===== src/design/tasr_defines.svh =====
// Offsets, field positions, reset values and protocol constants.
// Assumes a 4-bit register port address with 8-bit data.
`ifndef TASR_DEFINES_SVH
`define TASR_DEFINES_SVH
`define TASR_OFF_CONFIG   4'h0
`define TASR_OFF_LOC_TEMP 4'h1
`define TASR_OFF_REM_TEMP 4'h2
`define TASR_OFF_LOC_HLIM 4'h3
`define TASR_OFF_LOC_LLIM 4'h4
`define TASR_OFF_REM_HLIM 4'h5
`define TASR_OFF_REM_LLIM 4'h6
`define TASR_OFF_ONESHOT  4'h7
`define TASR_OFF_STATUS   4'h8
`define TASR_CFG_MASK_BIT 7
`define TASR_CFG_HALT_BIT 6
`define TASR_CFG_RESET    8'h80
`define TASR_HLIM_RESET   8'h7f
`define TASR_LLIM_RESET   8'hc9
`define TASR_ARA_ADDR     7'h0c
`define TASR_BITS_BYTE    4'h8
`endif


===== src/design/tasr_pkg.sv =====
// Types shared by the thermal alert block.
// Assumes tasr_defines.svh holds the register and protocol constants; state codes live here.
package tasr_pkg;
	typedef struct packed {
		logic [7:0] loc_hi;
		logic [7:0] loc_lo;
		logic [7:0] rem_hi;
		logic [7:0] rem_lo;
	} tasr_limits_t;
	typedef struct packed {
		logic       scl;
		logic       sda;
	} tasr_wire_t;
	typedef enum logic [6:0] {
		ST_IDLE = 7'h01,
		ST_ADDR = 7'h02,
		ST_AACK = 7'h04,
		ST_WR   = 7'h08,
		ST_WACK = 7'h10,
		ST_RD   = 7'h20,
		ST_RACK = 7'h40
	} tasr_state_t;
endpackage


===== src/design/tasr_top.sv =====
// Alert/comparator logic, standby control and serial slave front end.
// Assumes a 20 MHz clock; pins are asynchronous, converter is on-clock.
//
// Operation
// RULE_01: In alert mode, latch alert on any local/remote limit breach or open diode.
// RULE_02: Mask bit at 1 blocks every alert assertion.
// RULE_03: Answer alert response address while alerting; that answer clears and rearms.
// RULE_04: Condition still present after the response re-asserts alert at once.
// RULE_05: Shared output pin is open drain, active low, only pulls low.
// RULE_06: Comparator mode drives output on remote at/above high limit or open diode.
// RULE_07: Comparator output never latches; releases when remote below high limit.
// RULE_08: Mask bit at 1 also suppresses comparator output.
// RULE_09: Function select high means alert, low means comparator; floating is alert.
// RULE_10: Standby pin low forces standby regardless of halt bit or one-shot.
// RULE_11: Standby stops conversions and freezes temperatures; outputs keep working.
// RULE_12: Serial slave and registers work fully during standby.
// RULE_13: Pin high: run if halt 0; halted one-shot does one conversion.
// RULE_14: Two three-level straps decode into one of nine slave addresses.
// RULE_15: Straps sampled only at reset; address then held fixed.
// RULE_16: Device is slave only; host makes every clock and frames transfers.
// RULE_17: Bytes shift most significant bit first.
// RULE_18: Ignore bus until start: data falls while clock high.
// RULE_19: Stop, data rising with clock high, ends every transfer.
// RULE_20: Host changes data only while clock low.
// RULE_21: Receiver acknowledges by holding data low over ninth clock high.
// RULE_22: Match seven address bits before acknowledging; eighth bit 1 read, 0 write.
// RULE_23: Mask is config bit 7, resets to 1.
// RULE_24: Halt is config bit 6, resets to 0.
// RULE_25: Temperatures and limits are signed 8-bit; comparisons are signed.
// RULE_26: Standby pin and function select are synchronised before use.
//
// Design decisions made here: the plain strobed port and the register offsets.
`timescale 1ns/1ps
`include "tasr_defines.svh"
module tasr_top
(
	// Clock and reset
	input  wire logic       clk_sys_i,
	input  wire logic       reset_n_i,
	// Register port
	input  wire logic [3:0] reg_addr_i,
	input  wire logic [7:0] reg_wdata_i,
	input  wire logic       reg_wr_i,
	input  wire logic       reg_rd_i,
	output logic      [7:0] reg_rdata_o,
	// Converter side
	input  wire logic [7:0] local_temp_i,
	input  wire logic [7:0] remote_temperature_i,
	input  wire logic       remote_open_i,
	input  wire logic       temp_valid_i,
	output logic            conv_active_o,
	// Mode pins
	input  wire logic       standby_pin_n_i,
	input  wire logic       pin_func_sel_i,
	input  wire logic [1:0] addr_strap_hi_i,
	input  wire logic [1:0] addr_strap_lo_i,
	// Serial link
	input  wire tasr_pkg::tasr_wire_t bus_i,
	output logic            serial_data_pin_o,
	output logic            serial_data_pin_oe_n_o,
	// Alert or comparator pin
	output logic            alert_pin_o,
	output logic            alert_pin_oe_n_o
);
	import tasr_pkg::*;

	function automatic logic ge_s(input logic [7:0] a, input logic [7:0] b);
		ge_s = $signed(a) >= $signed(b); // RULE_25
	endfunction

	function automatic logic [6:0] strap_addr(input logic [1:0] lo, input logic [1:0] hi);
		logic [6:0] base;
		base = (lo == 2'h0) ? 7'h18 : (lo == 2'h1) ? 7'h29 : 7'h4c;
		strap_addr = base + ((hi == 2'h0) ? 7'h0 : (hi == 2'h1) ? 7'h1 : 7'h2); // RULE_14
	endfunction

	////////////////////////////////////////////////////////////////////
	// Synchronisers; first stages feed nothing but the second
	logic [2:0] scl_sync_reg, sda_sync_reg;
	logic [1:0] standby_pin_n_sync_reg, sel_sync_reg;
	logic [7:0] strap_sync_reg;
	always_ff @(posedge clk_sys_i)
	begin
		// Straps are pins too; held steady through reset, so two flops cost nothing
		strap_sync_reg <= {strap_sync_reg[3:0], addr_strap_hi_i, addr_strap_lo_i};
		scl_sync_reg  <= {scl_sync_reg[1:0], bus_i.scl};
		sda_sync_reg  <= {sda_sync_reg[1:0], bus_i.sda};
		standby_pin_n_sync_reg <= {standby_pin_n_sync_reg[0], standby_pin_n_i}; // RULE_26
		sel_sync_reg  <= {sel_sync_reg[0], pin_func_sel_i}; // RULE_26
	end
	wire scl_w      = scl_sync_reg[1];
	wire sda_w      = sda_sync_reg[1];
	wire scl_rise_w = scl_w & ~scl_sync_reg[2]; // RULE_16
	wire scl_fall_w = ~scl_w & scl_sync_reg[2];
	wire start_w    = scl_w & scl_sync_reg[2] & ~sda_w & sda_sync_reg[2]; // RULE_18
	wire stop_w     = scl_w & scl_sync_reg[2] & sda_w & ~sda_sync_reg[2]; // RULE_19
	wire standby_pin_n_w     = standby_pin_n_sync_reg[1];
	wire alert_mode_w = sel_sync_reg[1]; // RULE_09

	////////////////////////////////////////////////////////////////////
	// Straps caught on the first edge after reset release
	logic [6:0] slave_addr_reg;
	logic       strap_done_reg;
	always_ff @(posedge clk_sys_i)
	begin
		if (!reset_n_i)
			strap_done_reg <= 1'b0;
		else
			strap_done_reg <= 1'b1;
		if (reset_n_i && !strap_done_reg)
			slave_addr_reg <= strap_addr(strap_sync_reg[5:4], strap_sync_reg[7:6]); // RULE_15
	end

	////////////////////////////////////////////////////////////////////
	// Register file
	logic [7:0]   cfg_reg, loc_temp_reg, rem_temp_reg;
	tasr_limits_t lim_reg;
	logic         rem_open_reg, oneshot_reg, alert_latch_reg;
	wire mask_w = cfg_reg[`TASR_CFG_MASK_BIT]; // RULE_23
	wire halt_w = cfg_reg[`TASR_CFG_HALT_BIT]; // RULE_24
	wire wr_cfg_w = reg_wr_i && (reg_addr_i == `TASR_OFF_CONFIG);
	wire wr_os_w  = reg_wr_i && (reg_addr_i == `TASR_OFF_ONESHOT);
	wire run_w    = standby_pin_n_w && (!halt_w || oneshot_reg); // RULE_10 RULE_13
	wire capture_w = run_w && temp_valid_i; // RULE_11

	always_ff @(posedge clk_sys_i)
	begin
		if (!reset_n_i)
		begin
			cfg_reg <= `TASR_CFG_RESET;
			lim_reg <= {`TASR_HLIM_RESET, `TASR_LLIM_RESET, `TASR_HLIM_RESET, `TASR_LLIM_RESET};
		end
		else if (reg_wr_i) // RULE_12
		begin
			if (wr_cfg_w)
				cfg_reg <= reg_wdata_i & 8'hc0;
			if (reg_addr_i == `TASR_OFF_LOC_HLIM)
				lim_reg.loc_hi <= reg_wdata_i;
			if (reg_addr_i == `TASR_OFF_LOC_LLIM)
				lim_reg.loc_lo <= reg_wdata_i;
			if (reg_addr_i == `TASR_OFF_REM_HLIM)
				lim_reg.rem_hi <= reg_wdata_i;
			if (reg_addr_i == `TASR_OFF_REM_LLIM)
				lim_reg.rem_lo <= reg_wdata_i;
		end
	end

	// One-shot only means something while halted; the conversion end clears it
	always_ff @(posedge clk_sys_i)
	begin
		if (!reset_n_i)
			oneshot_reg <= 1'b0;
		else if (wr_os_w && standby_pin_n_w && halt_w)
			oneshot_reg <= 1'b1; // RULE_13
		else if (temp_valid_i || !standby_pin_n_w || !halt_w)
			oneshot_reg <= 1'b0;
	end

	always_ff @(posedge clk_sys_i)
	begin
		if (!reset_n_i)
		begin
			loc_temp_reg  <= 8'h00;
			rem_temp_reg  <= 8'h00;
			rem_open_reg  <= 1'b0;
			conv_active_o <= 1'b0;
		end
		else
		begin
			conv_active_o <= run_w && !(temp_valid_i && halt_w);
			if (capture_w) // RULE_11
			begin
				loc_temp_reg <= local_temp_i;
				rem_temp_reg <= remote_temperature_i;
				rem_open_reg <= remote_open_i;
			end
		end
	end

	////////////////////////////////////////////////////////////////////
	// Alarm conditions; compared against held values so standby freezes them too
	wire loc_hi_w  = ge_s(loc_temp_reg, lim_reg.loc_hi);
	wire loc_lo_w  = !ge_s(loc_temp_reg, lim_reg.loc_lo);
	wire rem_hi_w  = ge_s(rem_temp_reg, lim_reg.rem_hi);
	wire rem_lo_w  = !ge_s(rem_temp_reg, lim_reg.rem_lo);
	wire alarm_w   = loc_hi_w | loc_lo_w | rem_hi_w | rem_lo_w | rem_open_reg; // RULE_01
	wire comp_w    = rem_hi_w | rem_open_reg; // RULE_06 RULE_07
	logic ara_done_reg;
	wire alert_set_w = alert_mode_w && !mask_w && alarm_w; // RULE_01 RULE_02

	// Set beats the response clear, so a lasting condition re-fires at once
	always_ff @(posedge clk_sys_i)
	begin
		if (!reset_n_i)
			alert_latch_reg <= 1'b0;
		else if (alert_set_w)
			alert_latch_reg <= 1'b1; // RULE_04
		else if (ara_done_reg || !alert_mode_w || mask_w)
			alert_latch_reg <= 1'b0; // RULE_03
	end

	wire pin_low_w = !mask_w && (alert_mode_w ? alert_latch_reg : comp_w); // RULE_02 RULE_08
	always_ff @(posedge clk_sys_i)
	begin
		alert_pin_o <= 1'b0; // RULE_05
		if (!reset_n_i)
			alert_pin_oe_n_o <= 1'b1;
		else
			alert_pin_oe_n_o <= !pin_low_w;
	end

	////////////////////////////////////////////////////////////////////
	// Serial slave, clock only ever from the host
	tasr_state_t state_reg;
	logic [3:0]  bit_cnt_reg;
	logic [7:0]  shift_reg, tx_reg;
	logic        rw_reg, ara_reg, nack_reg;
	wire addr_hit_w = shift_reg[7:1] == slave_addr_reg; // RULE_22
	wire ara_hit_w  = (shift_reg[7:1] == `TASR_ARA_ADDR) && shift_reg[0] && alert_latch_reg;
	wire byte_w     = bit_cnt_reg == `TASR_BITS_BYTE;
	wire [7:0] tx_load_w = ara_hit_w ? {slave_addr_reg, 1'b0} : rem_temp_reg;

	always_ff @(posedge clk_sys_i)
	begin
		if (!reset_n_i || stop_w) // RULE_19
		begin
			state_reg <= ST_IDLE;
			serial_data_pin_oe_n_o <= 1'b1;
			bit_cnt_reg <= 4'h0;
			ara_done_reg <= 1'b0;
			ara_reg <= 1'b0;
		end
		else if (start_w) // RULE_18
		begin
			state_reg <= ST_ADDR;
			serial_data_pin_oe_n_o <= 1'b1;
			bit_cnt_reg <= 4'h0;
			ara_done_reg <= 1'b0;
			ara_reg <= 1'b0;
		end
		else
		begin
			ara_done_reg <= 1'b0;
			if (scl_rise_w)
			begin
				shift_reg <= {shift_reg[6:0], sda_w}; // RULE_17
				bit_cnt_reg <= bit_cnt_reg + 4'h1;
				if (state_reg == ST_RACK)
					nack_reg <= sda_w; // RULE_21
			end
			if (scl_fall_w)
			begin
				case (state_reg)
					ST_ADDR:
						if (byte_w)
						begin
							if (addr_hit_w || ara_hit_w)
							begin
								state_reg <= ST_AACK;
								serial_data_pin_oe_n_o <= 1'b0; // RULE_21 RULE_22
								rw_reg <= shift_reg[0];
								ara_reg <= ara_hit_w; // RULE_03
								tx_reg <= tx_load_w;
							end
							else
								state_reg <= ST_IDLE;
						end
					ST_AACK, ST_WACK:
					begin
						bit_cnt_reg <= 4'h0;
						if (rw_reg)
						begin
							state_reg <= ST_RD;
							serial_data_pin_oe_n_o <= tx_reg[7]; // RULE_17
						end
						else
						begin
							state_reg <= ST_WR;
							serial_data_pin_oe_n_o <= 1'b1;
						end
					end
					ST_WR:
						if (byte_w)
						begin
							state_reg <= ST_WACK;
							serial_data_pin_oe_n_o <= 1'b0; // RULE_21
						end
					ST_RD:
						if (byte_w)
						begin
							state_reg <= ST_RACK;
							serial_data_pin_oe_n_o <= 1'b1;
						end
						else
							serial_data_pin_oe_n_o <= tx_reg[3'h7 - bit_cnt_reg[2:0]];
					ST_RACK:
					begin
						bit_cnt_reg <= 4'h0;
						ara_done_reg <= ara_reg; // RULE_03
						ara_reg <= 1'b0;
						if (nack_reg || ara_reg)
							state_reg <= ST_IDLE;
						else
						begin
							state_reg <= ST_RD;
							serial_data_pin_oe_n_o <= tx_reg[7];
						end
					end
					ST_IDLE: state_reg <= ST_IDLE;
					default: state_reg <= ST_IDLE;
				endcase
			end
		end
	end
	always_ff @(posedge clk_sys_i)
		serial_data_pin_o <= 1'b0;

	////////////////////////////////////////////////////////////////////
	// Register reads, answer one cycle later
	logic [7:0] rd_mux_w;
	always_comb
	begin
		case (reg_addr_i)
			`TASR_OFF_CONFIG:   rd_mux_w = cfg_reg;
			`TASR_OFF_LOC_TEMP: rd_mux_w = loc_temp_reg;
			`TASR_OFF_REM_TEMP: rd_mux_w = rem_temp_reg;
			`TASR_OFF_LOC_HLIM: rd_mux_w = lim_reg.loc_hi;
			`TASR_OFF_LOC_LLIM: rd_mux_w = lim_reg.loc_lo;
			`TASR_OFF_REM_HLIM: rd_mux_w = lim_reg.rem_hi;
			`TASR_OFF_REM_LLIM: rd_mux_w = lim_reg.rem_lo;
			`TASR_OFF_STATUS:   rd_mux_w = {alert_latch_reg, comp_w, rem_open_reg,
				run_w, standby_pin_n_w, alert_mode_w, oneshot_reg, 1'b0};
			default:            rd_mux_w = 8'h00;
		endcase
	end
	always_ff @(posedge clk_sys_i)
	begin
		if (!reset_n_i)
			reg_rdata_o <= 8'h00;
		else if (reg_rd_i)
			reg_rdata_o <= rd_mux_w; // RULE_12
		else
			reg_rdata_o <= 8'h00;
	end
endmodule


===== config.mk =====
export PLATFORM = sky130hd
export DESIGN_NAME = tasr_top
export DESIGN_NICKNAME = d
export VERILOG_FILES = /design/src/design/tasr_pkg.sv /design/src/design/tasr_top.sv
export VERILOG_INCLUDE_DIRS = /design/src /design/src/design
export SDC_FILE = /design/constraint.sdc
export NUM_CORES = 1
export LEC_CHECK = 0
export BUFFER_PORTS_ARGS = -buffer_cell sky130_fd_sc_hd__buf_2
export CAP_MARGIN = 0
export CORE_MARGIN = 2
export CORE_UTILIZATION = 50
export DETAILED_ROUTE_END_ITERATION = 10
export PLACE_DENSITY = 0.68
export SKIP_CTS_REPAIR_TIMING = 1
export SLEW_MARGIN = 20
export SYNTH_ARGS = -nofsm -noshare
export SYNTH_HDL_FRONTEND = slang
export SYNTH_SLANG_ARGS = --single-unit

===== constraint.sdc =====
create_clock -name clk_sys_i -period 3.4 [get_ports clk_sys_i]
set_clock_uncertainty 0.05 [all_clocks]
set_input_delay 0.85 -clock clk_sys_i [delete_from_list [all_inputs] [get_ports clk_sys_i]]
set_output_delay 0.85 -clock clk_sys_i [all_outputs]
set_load 0.005 [all_outputs]

== Word level (Yosys, flattened, before mapping) ==
Cells that the tools add are included.
Operators by class
  shift operators: 0
  magnitude comparators: 5
  equality and inequality tests: 27
  div/mod/pow operators: 0
  $mul: 0
  bitwise gates (word level): 20
  multiplexer cells: 36
  reduce and logical (&&, ||, !) cells: 57
  $add $sub $neg: 3
Operators with widths (count)
  $pmux 8 s8: 1
  $mux 7: 5
  $pmux 7 s5: 1
  $ge 8x8->1: 4
  $eq 4x3->1 const B: 4
  $reduce_and 4->1: 4
  $mux 1: 15
  $eq 7x4->1 const B: 2
  $logic_and 1x1->1: 14
  $mux 4: 3
  $mux 6: 2
  $reduce_and 2->1: 6
  $reduce_and 6->1: 2
  $logic_not 1->1: 10
  $ne 2x2->1 const B: 5
  $ne 3x3->1 const B: 3
  $eq 4x2->1 const B: 2
  $eq 4x4->1 const B: 2
  $logic_or 1x1->1: 8
  $mux 2: 4
  $mux 8: 1
  $not 1->1: 8
  $reduce_bool 2->1: 4
  $add 7x2->7: 1
  other kinds (24): 37
Word-level totals
  RAM bits: 0
  memories kept: 0
  flip-flop bits (word level): 121
  bits in latches: 0
  bits of input ports: 42
  word-level logic and storage cells: 179
  bits in read-only memories: 0
  output and inout port bits: 13

== Logic depth before layout (Yosys ltp) ==
  word-level depth: 9
  depth in mapped cells: 8
  gate-level depth less buffers: 7

== Worst setup path before layout ==
No wires, ideal clock.
  path type: input to register
  start point: in reset_n_i
  end point: reg nack_reg, enable pin
  stages: 3
  data required time: 3056 ps
  library setup time: 294 ps
  setup slack: 986 ps
  arrival time: 2070 ps
  cells stage by stage: o21ai_0 -> nor3b_1 -> and4_2
On the way
  cells in the longest elaborated chain, start to end: 4
RTL lines
  start: declaration: RTL line tasr_top.sv:39  | input wire logic reset_n_i,
  $logic_not 1->1
  $logic_or 1x1->1: RTL line tasr_top.sv:225  | if (!reset_n_i || stop_w)
  $not 1->1 (no source line)
  $reduce_and 4->1 (no source line)
  end signal: assignment: RTL line tasr_top.sv:249  | nack_reg <= sda_w;
  end: declaration: RTL line tasr_top.sv:217  | logic rw_reg, ara_reg, nack_reg;
Every way passes these cells.
A chain may end at the register's enable or synchronous reset.

== Worst setup path in the final report ==
  start point: reg lim_reg[15] (netlist bit)
  end point: reg reg_rdata_o[6]
On the way
  cells in the longest elaborated chain, start to end: 3
RTL lines
  start: declaration: RTL line tasr_top.sv:117  | tasr_limits_t lim_reg;
  start signal: assignment: RTL line tasr_top.sv:131  | lim_reg <= {`TASR_HLIM_RESET, `TASR_LLIM_RESET, `TASR_HLIM_RESET, `TASR_LLIM_RESET};
  $ge 8x8->1: RTL line tasr_top.sv:68  | ge_s = $signed(a) >= $signed(b);
  $or 1x1->1: RTL line tasr_top.sv:187  | wire comp_w = rem_hi_w | rem_open_reg;
  $pmux 8 s8: RTL line tasr_top.sv:323  | case (reg_addr_i)
  end signal: assignment: RTL line tasr_top.sv:341  | reg_rdata_o <= rd_mux_w;
  end: declaration: RTL line tasr_top.sv:45  | output logic [7:0] reg_rdata_o,
Every way passes these cells.

==> results.md <==
* Status: finished, final reports clean
* Mapped Area at around 0.0060 sq mm
* DR iter-0 viols at roughly 320
* CTS tree: done
* Largest register FFs at 32
* Yosys top cell area share at 0.320
* Final Util at 0.591
* Fin crit share at 0.695
* Largest net degree at the start of global routing at a little under 60
* Setup WS pre-CTS at approximately 820 ps
* Mean area per synthesized cell at 9.89 sq um
* Vias in the first global route at 4559
* Initial antenna violation count at 0
* CTS sink cnt at ~120
* Clk Latency, worst-skew pair at between 400 and 500 ps
* Pleak at between 2 and 3 nW
* Hold Violations, Final at 0
* Seq cells post-synth at roughly 120
* Design area at 0.00701 sq mm
* Crit Path Category: flip-flop to flip-flop
* Hold-critical path depth at 0
* Post-DP HPWL at 10900 um
* GRT overflow at 0
* Fraction of layout cells with a size suffix above 1 at 0.186
* Post-synth EDFFs at 25
* Reg2Reg Launch Point: lim_reg[15]
* RSZ-0062 raised after global routing: no
* Initial Util at 0.507
* First-pass GRT wire length at roughly 24000 um
* CTS buffer count at 17
* Synthesized instance count at 608
* Power density cells at between 500 and 600 mW/mm^2
* Multi-input logic area at approximately 0.003 sq mm
* Top post-synthesis cells by count: dfxtp_1 (96), nand2_1 (64), inv_1 (42)
* Total track usage at 0.246
* Core box area at between 0.01 and 0.015 sq mm
* Max Cap Viol at 0
* Routed via count at between 4000 and 5000
* # H-tree levels at 4
* Area occupied by registers at approximately 0.0027 sq mm
* Most frequent cell after synthesis: dfxtp_1
* WP data required at between 3000 and 4000 ps
* Hold WS at 276 ps
* Setup crit start kind: flip-flop
* Sw Pwr at 876 uW
* DR pass1 iterations at 5
* Setup TNS at 0 ps
* R2R Path End: reg_rdata_o[6]
* Tmin final at between 2000 and 2500 ps
* Synth warnings at 0
* Switch share at 0.235
* CP max stage delay at between 600 and 700 ps
* Power Total at 3.73 mW
* Logic pwr share at 0.075
* R2r worst-path depth at 7
* Worst-path maximum fanout at 4
* Worst-path clk slew at about 60 ps
* Clk root buf: clkbuf_16
* Sequential share of power at 0.416
* Slowest CP cell: a211oi_1
* Rows at 40
* Final setup violation count at 0
* VDD IR-drop max at 0.328 mV
* Slew HR at 0.476
* Slew Limit Fails at 0
* Port Buffer Count at 52
* Hold path start: scl_sync_reg[0]
* Area grow syn2layout at 16.6%
* Final worst-path setup slack at 1040 ps
* Sequential cell area fraction in the yosys report at 0.444
* Library cells used by synthesis at 65
* Detail Route Antenna Nets at 0
* DRC at 0
* Critical-path cell list: inv_1, ha_1, and4_1, o2111ai_1, a211oi_1, o32a_1, nor2_1
* Die area at around 0.013 sq mm
* Placed cells at around 790
* Worst Max-Slew Pin Slew at between 700 and 800 ps
* Fillers at approximately 1000
* Die height at 114 um
* Via density at around 5.6
* Clock buffer depth at 2
* Worst setup path start: lim_reg[15]
* Routed WL at about 15000 um
* ANT cells at 0
* Post-synthesis async set-or-reset flop share at 0
* Cell Area, Placed at roughly 0.0064 sq mm
* CP endpoint kind: flip-flop
* Worst Path Arrival at approximately 2600 ps
* Net count, final at 737
* I/O pins at 55
* WL/cell at 18.2 um
* Post-synthesis cell type with the largest combined area: dfxtp_1
* Reg2Reg Setup Slack at 1040 ps
* Hold Path Class: flip-flop to flip-flop
* Worst Hold Path EP: scl_sync_reg[1]
* Primary FF master, synth: dfxtp_1
* Synth area leaders: dfxtp_1 (32%), edfxtp_1 (12%), ha_1 (7.5%)
* FMAX at about 420 MHz
* Cell-internal power at between 2 and 3 mW
* Finished Layout Cells at about 800
* Clock power frac at 0.510
* DIE WIDTH at between 100 and 150 um
* GPL Wtd Cong at approximately 0.9
[per-layer routing]
layer | track usage | share of wire | up-vias
met3 | 0.0664 | 0.055 | 18
met2 | 0.379 | 0.46 | 131
met4 | 0.0829 | 0.014 | 0
met5 | 0 | 0 | -
met1 | 0.338 | 0.47 | 2168
li1 | - | - | 2278
[power groups by stage]
stage	Sequential [mW]	Clock [mW]	Combinational (mW)
final	1.55	1.90	0.278
after global routing	1.56	1.99	0.310
after CTS	1.55	1.93	0.277
after detailed placement	1.58	0	0.274
after global placement	1.58	0	0.269
after floorplan	1.57	0	0.195
[critical path, delay by kind of cell, from the launching register on]
| kind | cells | cell delay, ps |
|---|---|---|
| buffers and inverters | 1 | 60 |
| flip-flops | 1 | 350 |
| AO/OA/AOI/OAI | 3 | 1090 |
| adder cells (fa/ha/maj) | 1 | 360 |
| AND/OR/NAND/NOR | 2 | 310 |
[cell usage in the layout, fill, tap and decap left out, types with 4 or more instances in the layout]
| master | synthesis | final |
|---|---|---|
| dfxtp_1 | 96 | 96 |
| xnor2_1 | 6 | 6 |
| a21oi_1 | 24 | 24 |
| nor2_1 | 31 | 31 |
| bufinv_16 | 0 | 4 |
| mux2i_1 | 36 | 36 |
| clkbuf_16 | 0 | 17 |
| a211oi_1 | 7 | 7 |
| inv_1 | 42 | 42 |
| o21ai_0 | 16 | 16 |
| nand3_1 | 18 | 18 |
| ha_1 | 36 | 36 |
| mux2_2 | 11 | 11 |
| nand4_1 | 8 | 8 |
| a21boi_0 | 8 | 8 |
| nand2_1 | 64 | 64 |
| clkinvlp_4 | 0 | 4 |
| buf_2 | 11 | 52 |
| a221oi_1 | 9 | 9 |
| buf_4 | 5 | 9 |
| o21a_1 | 5 | 5 |
| nand2b_1 | 6 | 6 |
| o211ai_1 | 20 | 20 |
| xor2_1 | 8 | 8 |
| nor2b_1 | 33 | 33 |
| edfxtp_1 | 25 | 25 |
[area by class of cell]
class,count,share of cell area
well taps,147,0.0262
repair buffers,61,0.0468
clock inverters,15,0.0286
flip-flops and latches,121,0.381
multi-input cells,415,0.433
clock buffers,17,0.0607
inverters,43,0.0230
[kinds of logic (layout without fill, tap and decap cells)]
logic type,after synthesis,in the layout,share of synthesized area
adder cells (fa/ha/maj),36,36,0.0749
AO/OA/AOI/OAI,120,120,0.144
AND/OR/NAND/NOR,194,194,0.177
flip-flops,121,121,0.444
XOR/XNOR,14,14,0.0204
multiplexers,49,49,0.0880
buffers and inverters,73,136,0.0510
other,1,2,0.000624
[how the worst max path moves through the flow]
| stage | endpoint | slack [ps] |
|---|---|---|
| after CTS | reg_rdata_o[6] | 1120 |
| after global placement | lim_reg[31] | 850 |
| after floorplan | nack_reg | 990 |
| after global routing | reg_rdata_o[6] | 980 |
| after detailed placement | lim_reg[31] | 820 |
| final | reg_rdata_o[6] | 1040 |
No activity file was read; power rests on OpenSTA's default activity.
